==> src/hbi_pkg.sv <==
// Purpose: Shared constants and carrier types for the host bus interface arbiter.
// Assumes: A 16-bit data path and a 22-bit byte address on the host side.
// Notes:   The register block holds 64 words and spans 128 bytes.
package hbi_pkg;
    // ============================================================
    // Widths and register block layout
    // ============================================================
    localparam int         AW          = 22;
    localparam int         DW          = 16;
    localparam int         NREGS       = 64;
    localparam int         BASE_LSB    = 7;
    localparam int         IDX_LSB     = 1;
    localparam int         IDX_MSB     = 6;
    localparam int         RELOC_SPACE = 0;
    localparam logic [5:0] REG_RELOC   = 6'h00;
    localparam logic [5:0] REG_GP_OPC  = 6'h02;
    localparam logic [5:0] REG_GP_ADR  = 6'h03;
    localparam logic [5:0] REG_DP_OPC  = 6'h04;
    localparam logic [5:0] REG_DP_ADR  = 6'h05;
    localparam logic [15:0] RELOC_RST  = 16'h0000;
    localparam logic [15:0] REG_RST    = 16'h0000;

    // ============================================================
    // Bus status encodings, active low
    // ============================================================
    localparam logic [1:0] ST_READ  = 2'h1;
    localparam logic [1:0] ST_WRITE = 2'h2;
    localparam logic [1:0] ST_IDLE  = 2'h3;

    // ============================================================
    // Types
    // ============================================================
    typedef enum logic [2:0] {
        S_IDLE = 3'b000, S_REG = 3'b001, S_GMEM = 3'b010, S_END = 3'b011,
        S_HOLD = 3'b100, S_MST = 3'b101, S_REL = 3'b110
    } hbi_state_e;
    typedef enum logic [1:0] {OWN_HOST = 2'b00, OWN_GP = 2'b01, OWN_DP = 2'b10} hbi_own_e;
    typedef struct packed {
        logic          req;
        logic          sys;
        logic          we;
        logic [AW-1:0] addr;
        logic [DW-1:0] wdata;
    } hbi_preq_s;
    typedef struct packed {
        logic          ack;
        logic [DW-1:0] rdata;
    } hbi_prsp_s;
    typedef struct packed {
        logic          go;
        logic [DW-1:0] opcode;
        logic [DW-1:0] addr;
    } hbi_cmd_s;
    typedef struct packed {
        logic          req;
        logic          we;
        logic [AW-1:0] addr;
        logic [DW-1:0] wdata;
    } hbi_mem_s;
    typedef struct packed {
        logic [AW-1:0] addr;
        logic [DW-1:0] wdata;
        logic [1:0]    st_n;
        logic          rd_n;
        logic          wr_n;
        logic          oe_n;
    } hbi_mst_s;
    localparam hbi_mst_s MST_IDLE = '{addr: '0, wdata: '0, st_n: ST_IDLE,
                                      rd_n: 1'b1, wr_n: 1'b1, oe_n: 1'b1};
endpackage

==> src/hbi_arbiter.sv <==
// Purpose: Bus interface unit joining host, graphics memory and two internal processors.
// Assumes: All inputs are synchronous to REF_CLK_I; requesters hold req until ack.
// Notes:   One access is in flight at a time, so host and master accesses never overlap.
`timescale 1ns/1ns
// Contract
// - A host slave access is carried out and then finished by a ready pulse.
// - A master transfer starts by raising the hold request toward the host.
// - The system bus is driven only after the grant acknowledge has been seen.
// - After the master transfer hold drops and the device waits for the grant to drop.
// - Host, display and graphics requesters are served one at a time.
// - A DMA requester uses the same host port and handshake as the CPU.
// - Slaves reach the register block or graphics memory; masters reach system memory.
// - A host graphics memory access and a master system access never overlap.
// - In synchronous mode the host status lines are decoded directly.
// - As master in synchronous mode the device emits host-style status lines.
// - In asynchronous mode slave accesses are qualified by read and write strobes.
// - A 64-word register block is relocatable to any 128-byte boundary in I/O or memory.
// - Only the host can reach the register block, never the internal processors.
// - Reads of reserved register words give data that nobody may rely on.
// - Writing an opcode register launches a command to the matching processor.
module hbi_arbiter
    import hbi_pkg::*;
(
    input  wire logic          REF_CLK_I,
    input  wire logic          NRST_I,
    input  wire logic          SYNC_MODE_I,
    input  wire logic          HOST_CS_N_I,
    input  wire logic          HOST_MIO_I,
    input  wire logic [1:0]    HOST_ST_N_I,
    input  wire logic          HOST_RD_N_I,
    input  wire logic          HOST_WR_N_I,
    input  wire logic [AW-1:0] HOST_ADDR_I,
    input  wire logic [DW-1:0] HOST_WDATA_I,
    output logic      [DW-1:0] HOST_RDATA_O,
    output logic               HOST_READY_N_O,
    input  wire hbi_preq_s     GP_REQ_I,
    output hbi_prsp_s          GP_RSP_O,
    input  wire hbi_preq_s     DP_REQ_I,
    output hbi_prsp_s          DP_RSP_O,
    output hbi_cmd_s           GP_CMD_O,
    output hbi_cmd_s           DP_CMD_O,
    output hbi_mem_s           GMEM_O,
    input  wire logic          GMEM_ACK_I,
    input  wire logic [DW-1:0] GMEM_RDATA_I,
    output logic               HOLD_O,
    input  wire logic          BUS_GRANT_ACK_I,
    output hbi_mst_s           MST_O,
    input  wire logic          MST_READY_I,
    input  wire logic [DW-1:0] MST_RDATA_I
);
    // ============================================================
    // State
    // ============================================================
    hbi_state_e    state_r, state_nxt;
    hbi_own_e      own_r, own_nxt;
    logic          ready_n_r, ready_n_nxt;
    logic [DW-1:0] rdata_r, rdata_nxt, done_data;
    logic          hold_r, hold_nxt;
    hbi_mem_s      gmem_r, gmem_nxt;
    hbi_mst_s      mst_r, mst_nxt;
    hbi_prsp_s     gp_rsp_r, gp_rsp_nxt, dp_rsp_r, dp_rsp_nxt;
    hbi_cmd_s      gp_cmd_r, gp_cmd_nxt, dp_cmd_r, dp_cmd_nxt;
    logic [DW-1:0] regs_r [NREGS];
    logic [5:0]    wr_idx;
    logic          host_rd, host_wr, host_start, reg_hit, dp_go, gp_go, done, wr_en;
    hbi_preq_s     nr, cur;

    // Picks the request of the internal processor that owns the bus.
    function automatic hbi_preq_s sel_req(hbi_own_e own, hbi_preq_s gp, hbi_preq_s dp);
        sel_req = (own == OWN_DP) ? dp : gp;
    endfunction
    // ============================================================
    // Host decode
    // ============================================================
    // Status lines in synchronous mode, strobes otherwise; DMA uses the same port.
    assign host_rd    = SYNC_MODE_I ? (HOST_ST_N_I == ST_READ) : !HOST_RD_N_I;
    assign host_wr    = SYNC_MODE_I ? (HOST_ST_N_I == ST_WRITE) : !HOST_WR_N_I;
    assign host_start = !HOST_CS_N_I && (host_rd || host_wr);
    // Block match on the relocation base and the selected address space.
    assign reg_hit = (HOST_MIO_I == regs_r[REG_RELOC][RELOC_SPACE]) &&
                     (HOST_ADDR_I[AW-1:BASE_LSB] == regs_r[REG_RELOC][DW-1:1]);
    // A requester just acknowledged is skipped for one cycle while it drops req.
    assign dp_go = DP_REQ_I.req && !dp_rsp_r.ack;
    assign gp_go = GP_REQ_I.req && !gp_rsp_r.ack;
    // ============================================================
    // Arbiter and sequencer, next values
    // ============================================================
    always_comb begin
        state_nxt   = state_r;
        own_nxt     = own_r;
        ready_n_nxt = 1'b1;
        rdata_nxt   = rdata_r;
        hold_nxt    = hold_r;
        gmem_nxt    = gmem_r;
        mst_nxt     = mst_r;
        gp_rsp_nxt  = '{ack: 1'b0, rdata: gp_rsp_r.rdata};
        dp_rsp_nxt  = '{ack: 1'b0, rdata: dp_rsp_r.rdata};
        gp_cmd_nxt  = '{go: 1'b0, opcode: gp_cmd_r.opcode, addr: gp_cmd_r.addr};
        dp_cmd_nxt  = '{go: 1'b0, opcode: dp_cmd_r.opcode, addr: dp_cmd_r.addr};
        wr_en       = 1'b0;
        wr_idx      = HOST_ADDR_I[IDX_MSB:IDX_LSB];
        done        = 1'b0;
        done_data   = GMEM_RDATA_I;
        nr          = sel_req(dp_go ? OWN_DP : OWN_GP, GP_REQ_I, DP_REQ_I);
        cur         = sel_req(own_r, GP_REQ_I, DP_REQ_I);
        unique case (state_r)
            // Host first, then display, then graphics processor.
            S_IDLE: begin
                if (host_start) begin
                    own_nxt = OWN_HOST;
                    if (reg_hit) begin
                        state_nxt = S_REG;
                    end else begin
                        gmem_nxt  = '{1'b1, host_wr, HOST_ADDR_I, HOST_WDATA_I};
                        state_nxt = S_GMEM;
                    end
                end else if (dp_go || gp_go) begin
                    own_nxt = dp_go ? OWN_DP : OWN_GP;
                    if (nr.sys) begin
                        hold_nxt  = 1'b1;
                        state_nxt = S_HOLD;
                    end else begin
                        gmem_nxt  = '{1'b1, nr.we, nr.addr, nr.wdata};
                        state_nxt = S_GMEM;
                    end
                end
            end
            // Register block access; reserved words read back whatever is stored.
            S_REG: begin
                if (host_wr) begin
                    wr_en = 1'b1;
                    if (wr_idx == REG_GP_OPC) begin
                        gp_cmd_nxt = '{1'b1, HOST_WDATA_I, regs_r[REG_GP_ADR]};
                    end
                    if (wr_idx == REG_DP_OPC) begin
                        dp_cmd_nxt = '{1'b1, HOST_WDATA_I, regs_r[REG_DP_ADR]};
                    end
                end else begin
                    rdata_nxt = regs_r[wr_idx];
                end
                ready_n_nxt = 1'b0;
                state_nxt   = S_END;
            end
            S_GMEM: begin
                if (GMEM_ACK_I) begin
                    gmem_nxt.req = 1'b0;
                    if (own_r == OWN_HOST) begin
                        rdata_nxt   = GMEM_RDATA_I;
                        ready_n_nxt = 1'b0;
                        state_nxt   = S_END;
                    end else begin
                        done      = 1'b1;
                        state_nxt = S_IDLE;
                    end
                end
            end
            // Wait for the host to close its cycle so it is not taken twice.
            S_END: begin
                if (!host_start) begin
                    state_nxt = S_IDLE;
                end
            end
            S_HOLD: begin
                if (BUS_GRANT_ACK_I) begin
                    mst_nxt.addr  = cur.addr;
                    mst_nxt.wdata = cur.wdata;
                    mst_nxt.oe_n  = 1'b0;
                    mst_nxt.st_n  = SYNC_MODE_I ? (cur.we ? ST_WRITE : ST_READ) : ST_IDLE;
                    mst_nxt.rd_n  = SYNC_MODE_I || cur.we;
                    mst_nxt.wr_n  = SYNC_MODE_I || !cur.we;
                    state_nxt     = S_MST;
                end
            end
            S_MST: begin
                if (MST_READY_I) begin
                    mst_nxt   = MST_IDLE;
                    hold_nxt  = 1'b0;
                    done      = 1'b1;
                    done_data = MST_RDATA_I;
                    state_nxt = S_REL;
                end
            end
            S_REL: begin
                if (!BUS_GRANT_ACK_I) begin
                    state_nxt = S_IDLE;
                end
            end
            default: begin
                state_nxt = S_IDLE;
            end
        endcase
        // Deliver a finished processor access to its owner.
        if (done && own_r == OWN_DP) begin
            dp_rsp_nxt = '{1'b1, done_data};
        end
        if (done && own_r == OWN_GP) begin
            gp_rsp_nxt = '{1'b1, done_data};
        end
    end
    // Registers of the sequencer; every output comes from here.
    always_ff @(posedge REF_CLK_I or negedge NRST_I) begin
        if (!NRST_I) begin
            state_r   <= S_IDLE;
            own_r     <= OWN_HOST;
            ready_n_r <= 1'b1;
            rdata_r   <= '0;
            hold_r    <= 1'b0;
            gmem_r    <= '0;
            mst_r     <= MST_IDLE;
            gp_rsp_r  <= '0;
            dp_rsp_r  <= '0;
            gp_cmd_r  <= '0;
            dp_cmd_r  <= '0;
        end else begin
            state_r   <= state_nxt;
            own_r     <= own_nxt;
            ready_n_r <= ready_n_nxt;
            rdata_r   <= rdata_nxt;
            hold_r    <= hold_nxt;
            gmem_r    <= gmem_nxt;
            mst_r     <= mst_nxt;
            gp_rsp_r  <= gp_rsp_nxt;
            dp_rsp_r  <= dp_rsp_nxt;
            gp_cmd_r  <= gp_cmd_nxt;
            dp_cmd_r  <= dp_cmd_nxt;
        end
    end
    // Register block storage, written only from the host path.
    always_ff @(posedge REF_CLK_I or negedge NRST_I) begin
        if (!NRST_I) begin
            for (int i = 0; i < NREGS; i++) begin
                regs_r[i] <= (i == 0) ? RELOC_RST : REG_RST;
            end
        end else if (wr_en) begin
            regs_r[wr_idx] <= HOST_WDATA_I;
        end
    end
    assign HOST_RDATA_O   = rdata_r;
    assign HOST_READY_N_O = ready_n_r;
    assign GP_RSP_O       = gp_rsp_r;
    assign DP_RSP_O       = dp_rsp_r;
    assign GP_CMD_O       = gp_cmd_r;
    assign DP_CMD_O       = dp_cmd_r;
    assign GMEM_O         = gmem_r;
    assign HOLD_O         = hold_r;
    assign MST_O          = mst_r;
endmodule

==> config.mk <==
export PLATFORM = sky130hd
export DESIGN_NAME = hbi_arbiter
export DESIGN_NICKNAME = d
export VERILOG_FILES = /design/src/hbi_pkg.sv /design/src/hbi_arbiter.sv
export SDC_FILE = /design/constraint.sdc
export NUM_CORES = 2
export LEC_CHECK = 0
export BUFFER_PORTS_ARGS = -buffer_cell sky130_fd_sc_hd__buf_2
export CAP_MARGIN = 15
export CORE_MARGIN = 5
export CORE_UTILIZATION = 50
export CTS_BUF_LIST = sky130_fd_sc_hd__clkbuf_8 sky130_fd_sc_hd__clkbuf_16
export CTS_CLUSTER_DIAMETER = 30
export DETAILED_ROUTE_END_ITERATION = 10
export HOLD_SLACK_MARGIN = 0.1
export PLACE_DENSITY = 0.68
export REMOVE_ABC_BUFFERS = 1
export SYNTH_ARGS = -nofsm -noshare
export SYNTH_HDL_FRONTEND = slang
export SYNTH_SLANG_ARGS = --single-unit
==> constraint.sdc <==
create_clock -name REF_CLK_I -period 2.8 [get_ports REF_CLK_I]
set_input_delay 0.14 -clock REF_CLK_I [delete_from_list [all_inputs] [get_ports REF_CLK_I]]
set_output_delay 0.14 -clock REF_CLK_I [all_outputs]
set_load 0.01 [all_outputs]
# Word-level counts from Yosys, hierarchy flattened
# Cells that the tools add are included.
# word_totals
inputBits	164
wordCells	217
reg_bits	1230
output_inout_bits	201
# op_classes
order_cmp	2
n_eq_ne	30
n_reduce_logical	33
n_mux	62
bitwise	1
# op_table
cell	n
$bwmux 1024	1
$mux 40	5
$mux 33	6
$mux 16	8
$bmux 16 s6	1
$demux 16 s6	1
$mux 43	2
$pmux 43 s2	1
$mux 39	1
$mux 17	2
$pmux 16 s2	1
$mux 3	8
$ne 2x2->1 const B	12
$pmux 3 s7	1
$eq 15x15->1	1
$mux 2	7
$mux 1	13
$reduce_and 5->1	2
$reduce_bool 2->1	5
$eq 3x3->1 const B	3
$ne 3x3->1 const B	3
$reduce_and 3->1	3
$pmux 1 s2	4
$reduce_and 4->1	2
other kinds (17)	35

# Depth between registers and ports, before layout
# logic_depth
depth_word	9
depth_mapped	11
depth_no_buf	7

# Worst setup path after synthesis
# No wires, ideal clock.
# synth_timing
kind	register -> register
startpoint	reg state_r[2]
endpoint	reg regs_r[213] in the netlist's numbering
setup_slack_ns	0.466
path_buffers	2
path_stages_with_launch	8
t_arrival_ns	2.208
required_time_ns	2.675
period_less_slack_ns	2.334
setup_time_ns	0.125
path_cell_list	dfrtp_1 buf_2 nor3b_4 o21ai_4 nor3_4 nand2_4 buf_6 mux2_4
# synth_between
elab_chain_cells	2
# synth_lines
item	line_no	text
from (decl)	hbi_arbiter.sv:54	hbi_state_e state_r, state_nxt;
from (signal assigned)	hbi_arbiter.sv:215	state_r <= state_nxt;
$eq 3x1->1	hbi_arbiter.sv:106	unique case (state_r)
$mux 1	hbi_arbiter.sv:106	
to (signal, indexed assignment)	hbi_arbiter.sv:232	regs_r[i] <= (i == 0) ? RELOC_RST : REG_RST;
to (decl)	hbi_arbiter.sv:63	logic [DW-1:0] regs_r [NREGS];
# Every way passes these cells.
# A chain may end at the register's enable or synchronous reset.

# Worst setup path after layout
# layout_timing
startpoint	reg dp_rsp_r (netlist bit DP_RSP_O[16])
endpoint	reg gmem_r (netlist bit GMEM_O[24])
# layout_between
elab_chain_cells	8
word_cells_on_any_way	12
cone_classes	2 x eq/ne; 5 x mux; 5 x reduce/logical
# layout_lines
item	line_no	text
from (decl)	hbi_arbiter.sv:61	hbi_prsp_s gp_rsp_r, gp_rsp_nxt, dp_rsp_r, dp_rsp_nxt;
from (signal assigned)	hbi_arbiter.sv:223	dp_rsp_r <= dp_rsp_nxt;
$logic_not 1->1 (*)	hbi_arbiter.sv:83	assign dp_go = DP_REQ_I.req && !dp_rsp_r.ack;
$logic_and 1x1->1 (*)	hbi_arbiter.sv:83	
$mux 2	hbi_arbiter.sv:104	nr = sel_req(dp_go ? OWN_DP : OWN_GP, GP_REQ_I, DP_REQ_I);
$eq 2x2->1	hbi_arbiter.sv:70	sel_req = (own == OWN_DP) ? dp : gp;
$mux 40	hbi_arbiter.sv:70	
$mux 40	hbi_arbiter.sv:119	if (nr.sys) begin
$mux 40	hbi_arbiter.sv:117	end else if (dp_go || gp_go) begin
$mux 40	hbi_arbiter.sv:109	if (host_start) begin
to (signal assigned)	hbi_arbiter.sv:220	gmem_r <= gmem_nxt;
to (decl)	hbi_arbiter.sv:59	hbi_mem_s gmem_r, gmem_nxt;
# Every way passes the cells marked *; elsewhere a longest branch is shown, timed or not. The select of a mux whose other input is x is not followed.

==> summary.txt <==
Run status
  – Status: finished, violations left
  – Failing checks: setup timing

GRT
  – Largest net degree at the start of global routing: 88
  – Wire length of the first global-routing pass: 299 mm
  – GR Overflow Total: 0
  – All-layer global routing usage: 0.328
  – Vias in the first global route: 45673
  – Initial antenna violation count: 4

Timing
  – Clock period minus worst slack: 2.87 ns
  – Hold Vio Cnt, Final: 0
  – RSZ-0062 raised after global routing: yes
  – Hold Slack: 0.136 ns
  – Clock skew: 0.0755 ns
  – FMAX: 0.349 GHz
  – Setup violations, final: 1
  – Worst setup margin: -0.0672 ns
  – Worst Max-Slew Pin Slew: 0.972 ns
  – Slew HR: 0.349
  – Tcrit/Tclk final: 1.02
  – Fin. max-slew vios: 0

Pwr
  – VDD IR-drop max: 667 uV
  – Sw Ratio: 0.268
  – Seq pwr share: 0.342
  – PD cells: 831 nW/um^2
  – Leak pwr: 37.4 nW
  – Clock power frac: 0.510
  – Combinational power share: 0.148
  – Power Internal: 45.0 mW
  – Pwr Total: 61.5 mW
  – Switching power summed over all nets: 16.5 mW

Yosys
  – Async SR Flop Fraction: 1.00
  – Main combinational cell family by area after synthesis: multiplexers
  – Syn avg cell area: 12.8 sq um
  – Multiplexer share of the synthesized area: 0.291
  – Yosys reg bits: 1230
  – Netlist cell types: 75
  – Top FF cell, synth: dfrtp_1
  – Synth Area in Adders: 0
  – Mapped Area: 56300 sq um
  – Largest area contributor in the synthesized netlist: dfrtp_1
  – Synth area leaders: dfrtp_1 (54%), mux2_2 (20%), mux2i_1 (4.6%), nand2_1 (3.4%), mux4_2 (3.1%)
  – Synth Instances: 4391
  – Share of the synthesized area in the top cell type: 0.544
  – Syn. warnings: 0
  – Most frequent cells after synthesis: dfrtp_1 (1224), mux2_2 (978), nand2_1 (509)
  – Sequential element share of the synthesized area: 0.546
  – Post-synth EDFFs: 0
  – Post-Synth Simple-Gate Area: 0.0562
  – Top-count cell post-synth: dfrtp_1
  – XOR/XNOR share of the synthesized area: 0.00280
  – Compound-Gate Fraction of Synth Area: 0.0728

Drt
  – Via density: 6.23
  – ANT nets after route: 0
  – Routed wire per std cell: 28.8 microns
  – Final WL: 201 mm
  – Pre-Repair DR Iteration Count: 9
  – Iter 0 DRT Violations: 4569
  – DR vias: 43383
  – Drt drc: 0

Floorplan
  – Die Span X: 346 microns
  – Starting Density: 0.502
  – Core box area: 112000 sq um
  – Die area: 120000 sq um
  – Io pins: 365
  – Die Y: 346 microns
  – Row count: 123

Final layout
  – Layout Nets: 5427
  – Core Util, Final: 0.659
  – Area grow syn2layout: 31.3%
  – Share of layout cells above drive strength 1: 0.426

Critical path
  – CP Launch Type: register
  – Crit path largest cell delay: 0.60 ns
  – Buf/Inv on CP: 2
  – Worst-path cell chain: nor2b_4, mux2i_1, dlygate4sd3_1, nor2_1, a211o_2, buf_6, o21ai_0
  – CP max FO: 79
  – CP Capture Type: register
  – Crit Path Category: reg -> reg
  – Worst EP arrival: 3.53 ns
  – Critical path's slowest cell: o21ai_0
  – Worst EP required: 3.47 ns
  – CP delay by family, top: compound AO/OA/AOI/OAI gates

CTS
  – Max Buffers Root-to-Sink: 4
  – H-Tree Depth: 5
  – Worst skew pair latency: 0.85 ns
  – Clk slew on worst S/H paths: 0.05 ns
  – Sink Count: 1230
  – CTS tree: yes
  – Number of buffers created by CTS: 276
  – Clock root cell: clkbuf_16

Place
  – PortBufs: 364
  – Global placer's final weighted congestion: 0.950
  – Detailed-placement wirelength estimate: 124 mm

Run
  – Max Cap Viol: 0

Hold path
  – Worst hold path type: in -> reg
-- power by group through the flow --
stage	registers, mW	logic (mW)	clock network (mW)
5_1_grt	21.1	9.62	32.6
3_5_place_dp	21.1	7.59	0
4_1_cts	20.9	8.55	31.5
3_3_place_gp	21.0	7.45	0
6_report	21.0	9.08	31.4
2_1_floorplan	21.2	3.34	0
-- placed cells by master, fill, tap and decap left out, drive strengths merged, types with 54 or more instances in the layout --
cell and n:
clkinv 54, clkbuf 331, inv 62, a22oi 67, nor2 108, nand2 517, buf 708, o21ai 182
dfrtp 1224, o22ai 54, dlygate4sd3 273, mux2 1048, mux2i 258, a21oi 105, a221oi 75, mux4 78
-- metrics by stage --
step                instance area (sq um)  setup TNS (ns)  setup WS (ns)  cells
detailed placement                  62000          -0.280         -0.242   6202
CTS                                 73900               0         0.0410   6953
global placement                    62000          -0.293         -0.258   6202
finish                              74000         -0.0672        -0.0672   6963
global route                        74000          -0.241         -0.140   6962
floorplan                           54700         -278.34          -2.30   4001
-- final timing paths --
path                                  start      endpoint  slack [ns]  cells after the start
max reg2reg                    DP_RSP_O[16]    GMEM_O[24]       -0.07                      7
max in group asynchronous            NRST_I   regs_r[706]        1.46                      5
min in group asynchronous            NRST_I      MST_O[2]        0.60                      3
min                        HOST_WDATA_I[10]   regs_r[618]        0.14                      3
min reg2reg                    GP_CMD_O[25]  GP_CMD_O[25]        0.46                      2
max                            DP_RSP_O[16]    GMEM_O[24]       -0.07                      7
-- flip-flops by register name, indices dropped and copies added (netlist names) --
| register | count |
|---|---|
| state_r | 3 |
| GMEM_O | 40 |
| GP_RSP_O | 17 |
| DP_CMD_O | 33 |
| MST_O | 43 |
| GP_CMD_O | 33 |
| HOST_RDATA_O | 16 |
| DP_RSP_O | 17 |
| own_r | 2 |
| regs_r | 1024 |
| HOST_READY_N_O | 1 |
| HOLD_O | 1 |
-- logic make-up after synthesis --
group / count (synthesis)
compound gates: 621
buf+inv: 401
simple gates: 737
xor+xnor: 18
mux: 1384
flops: 1230
-- timing repair --
| item | 4_1_cts | 5_1_grt |
|---|---|---|
| endpoints found under the hold margin | 1901 | 0 |
| endpoints found under the setup margin | 0 | 47 |
| resized for setup | 0 | 1 |
| setup buffers | 0 | 7 |
| hold buffers | 274 | 0 |
-- area by class of cell --
class	count	area [sq um]
fill	7733	38200
clock inverter	149	1440
timing repair buffer	984	8250
multi-input combinational	2760	23900
sequential	1230	30800
antenna	1	2.50
inverter	11	41.3
clock buffer	328	7670
tap	1500	1880
-- metal layers --
metal | part of all wire | wire length, microns | vias to the layer above | global-route usage
li1 | - | - | 17721 | -
met1 | 0.38 | 76900 | 22399 | 0.421
met2 | 0.46 | 91600 | 2542 | 0.512
met3 | 0.093 | 18600 | 719 | 0.0865
met4 | 0.067 | 13400 | 2 | 0.176
met5 | 0.000045 | 9 | - | 0
-- worst register-to-register path: cells and delay by family (launching register included) --
| kind | cells | cell delay, ns |
|---|---|---|
| AO/OA/AOI/OAI | 2 | 0.97 |
| buffers and inverters | 2 | 0.83 |
| flip-flops | 1 | 0.41 |
| multiplexers | 1 | 0.19 |
| AND/OR/NAND/NOR | 2 | 0.28 |
Power figures use the tool's default switching activity.
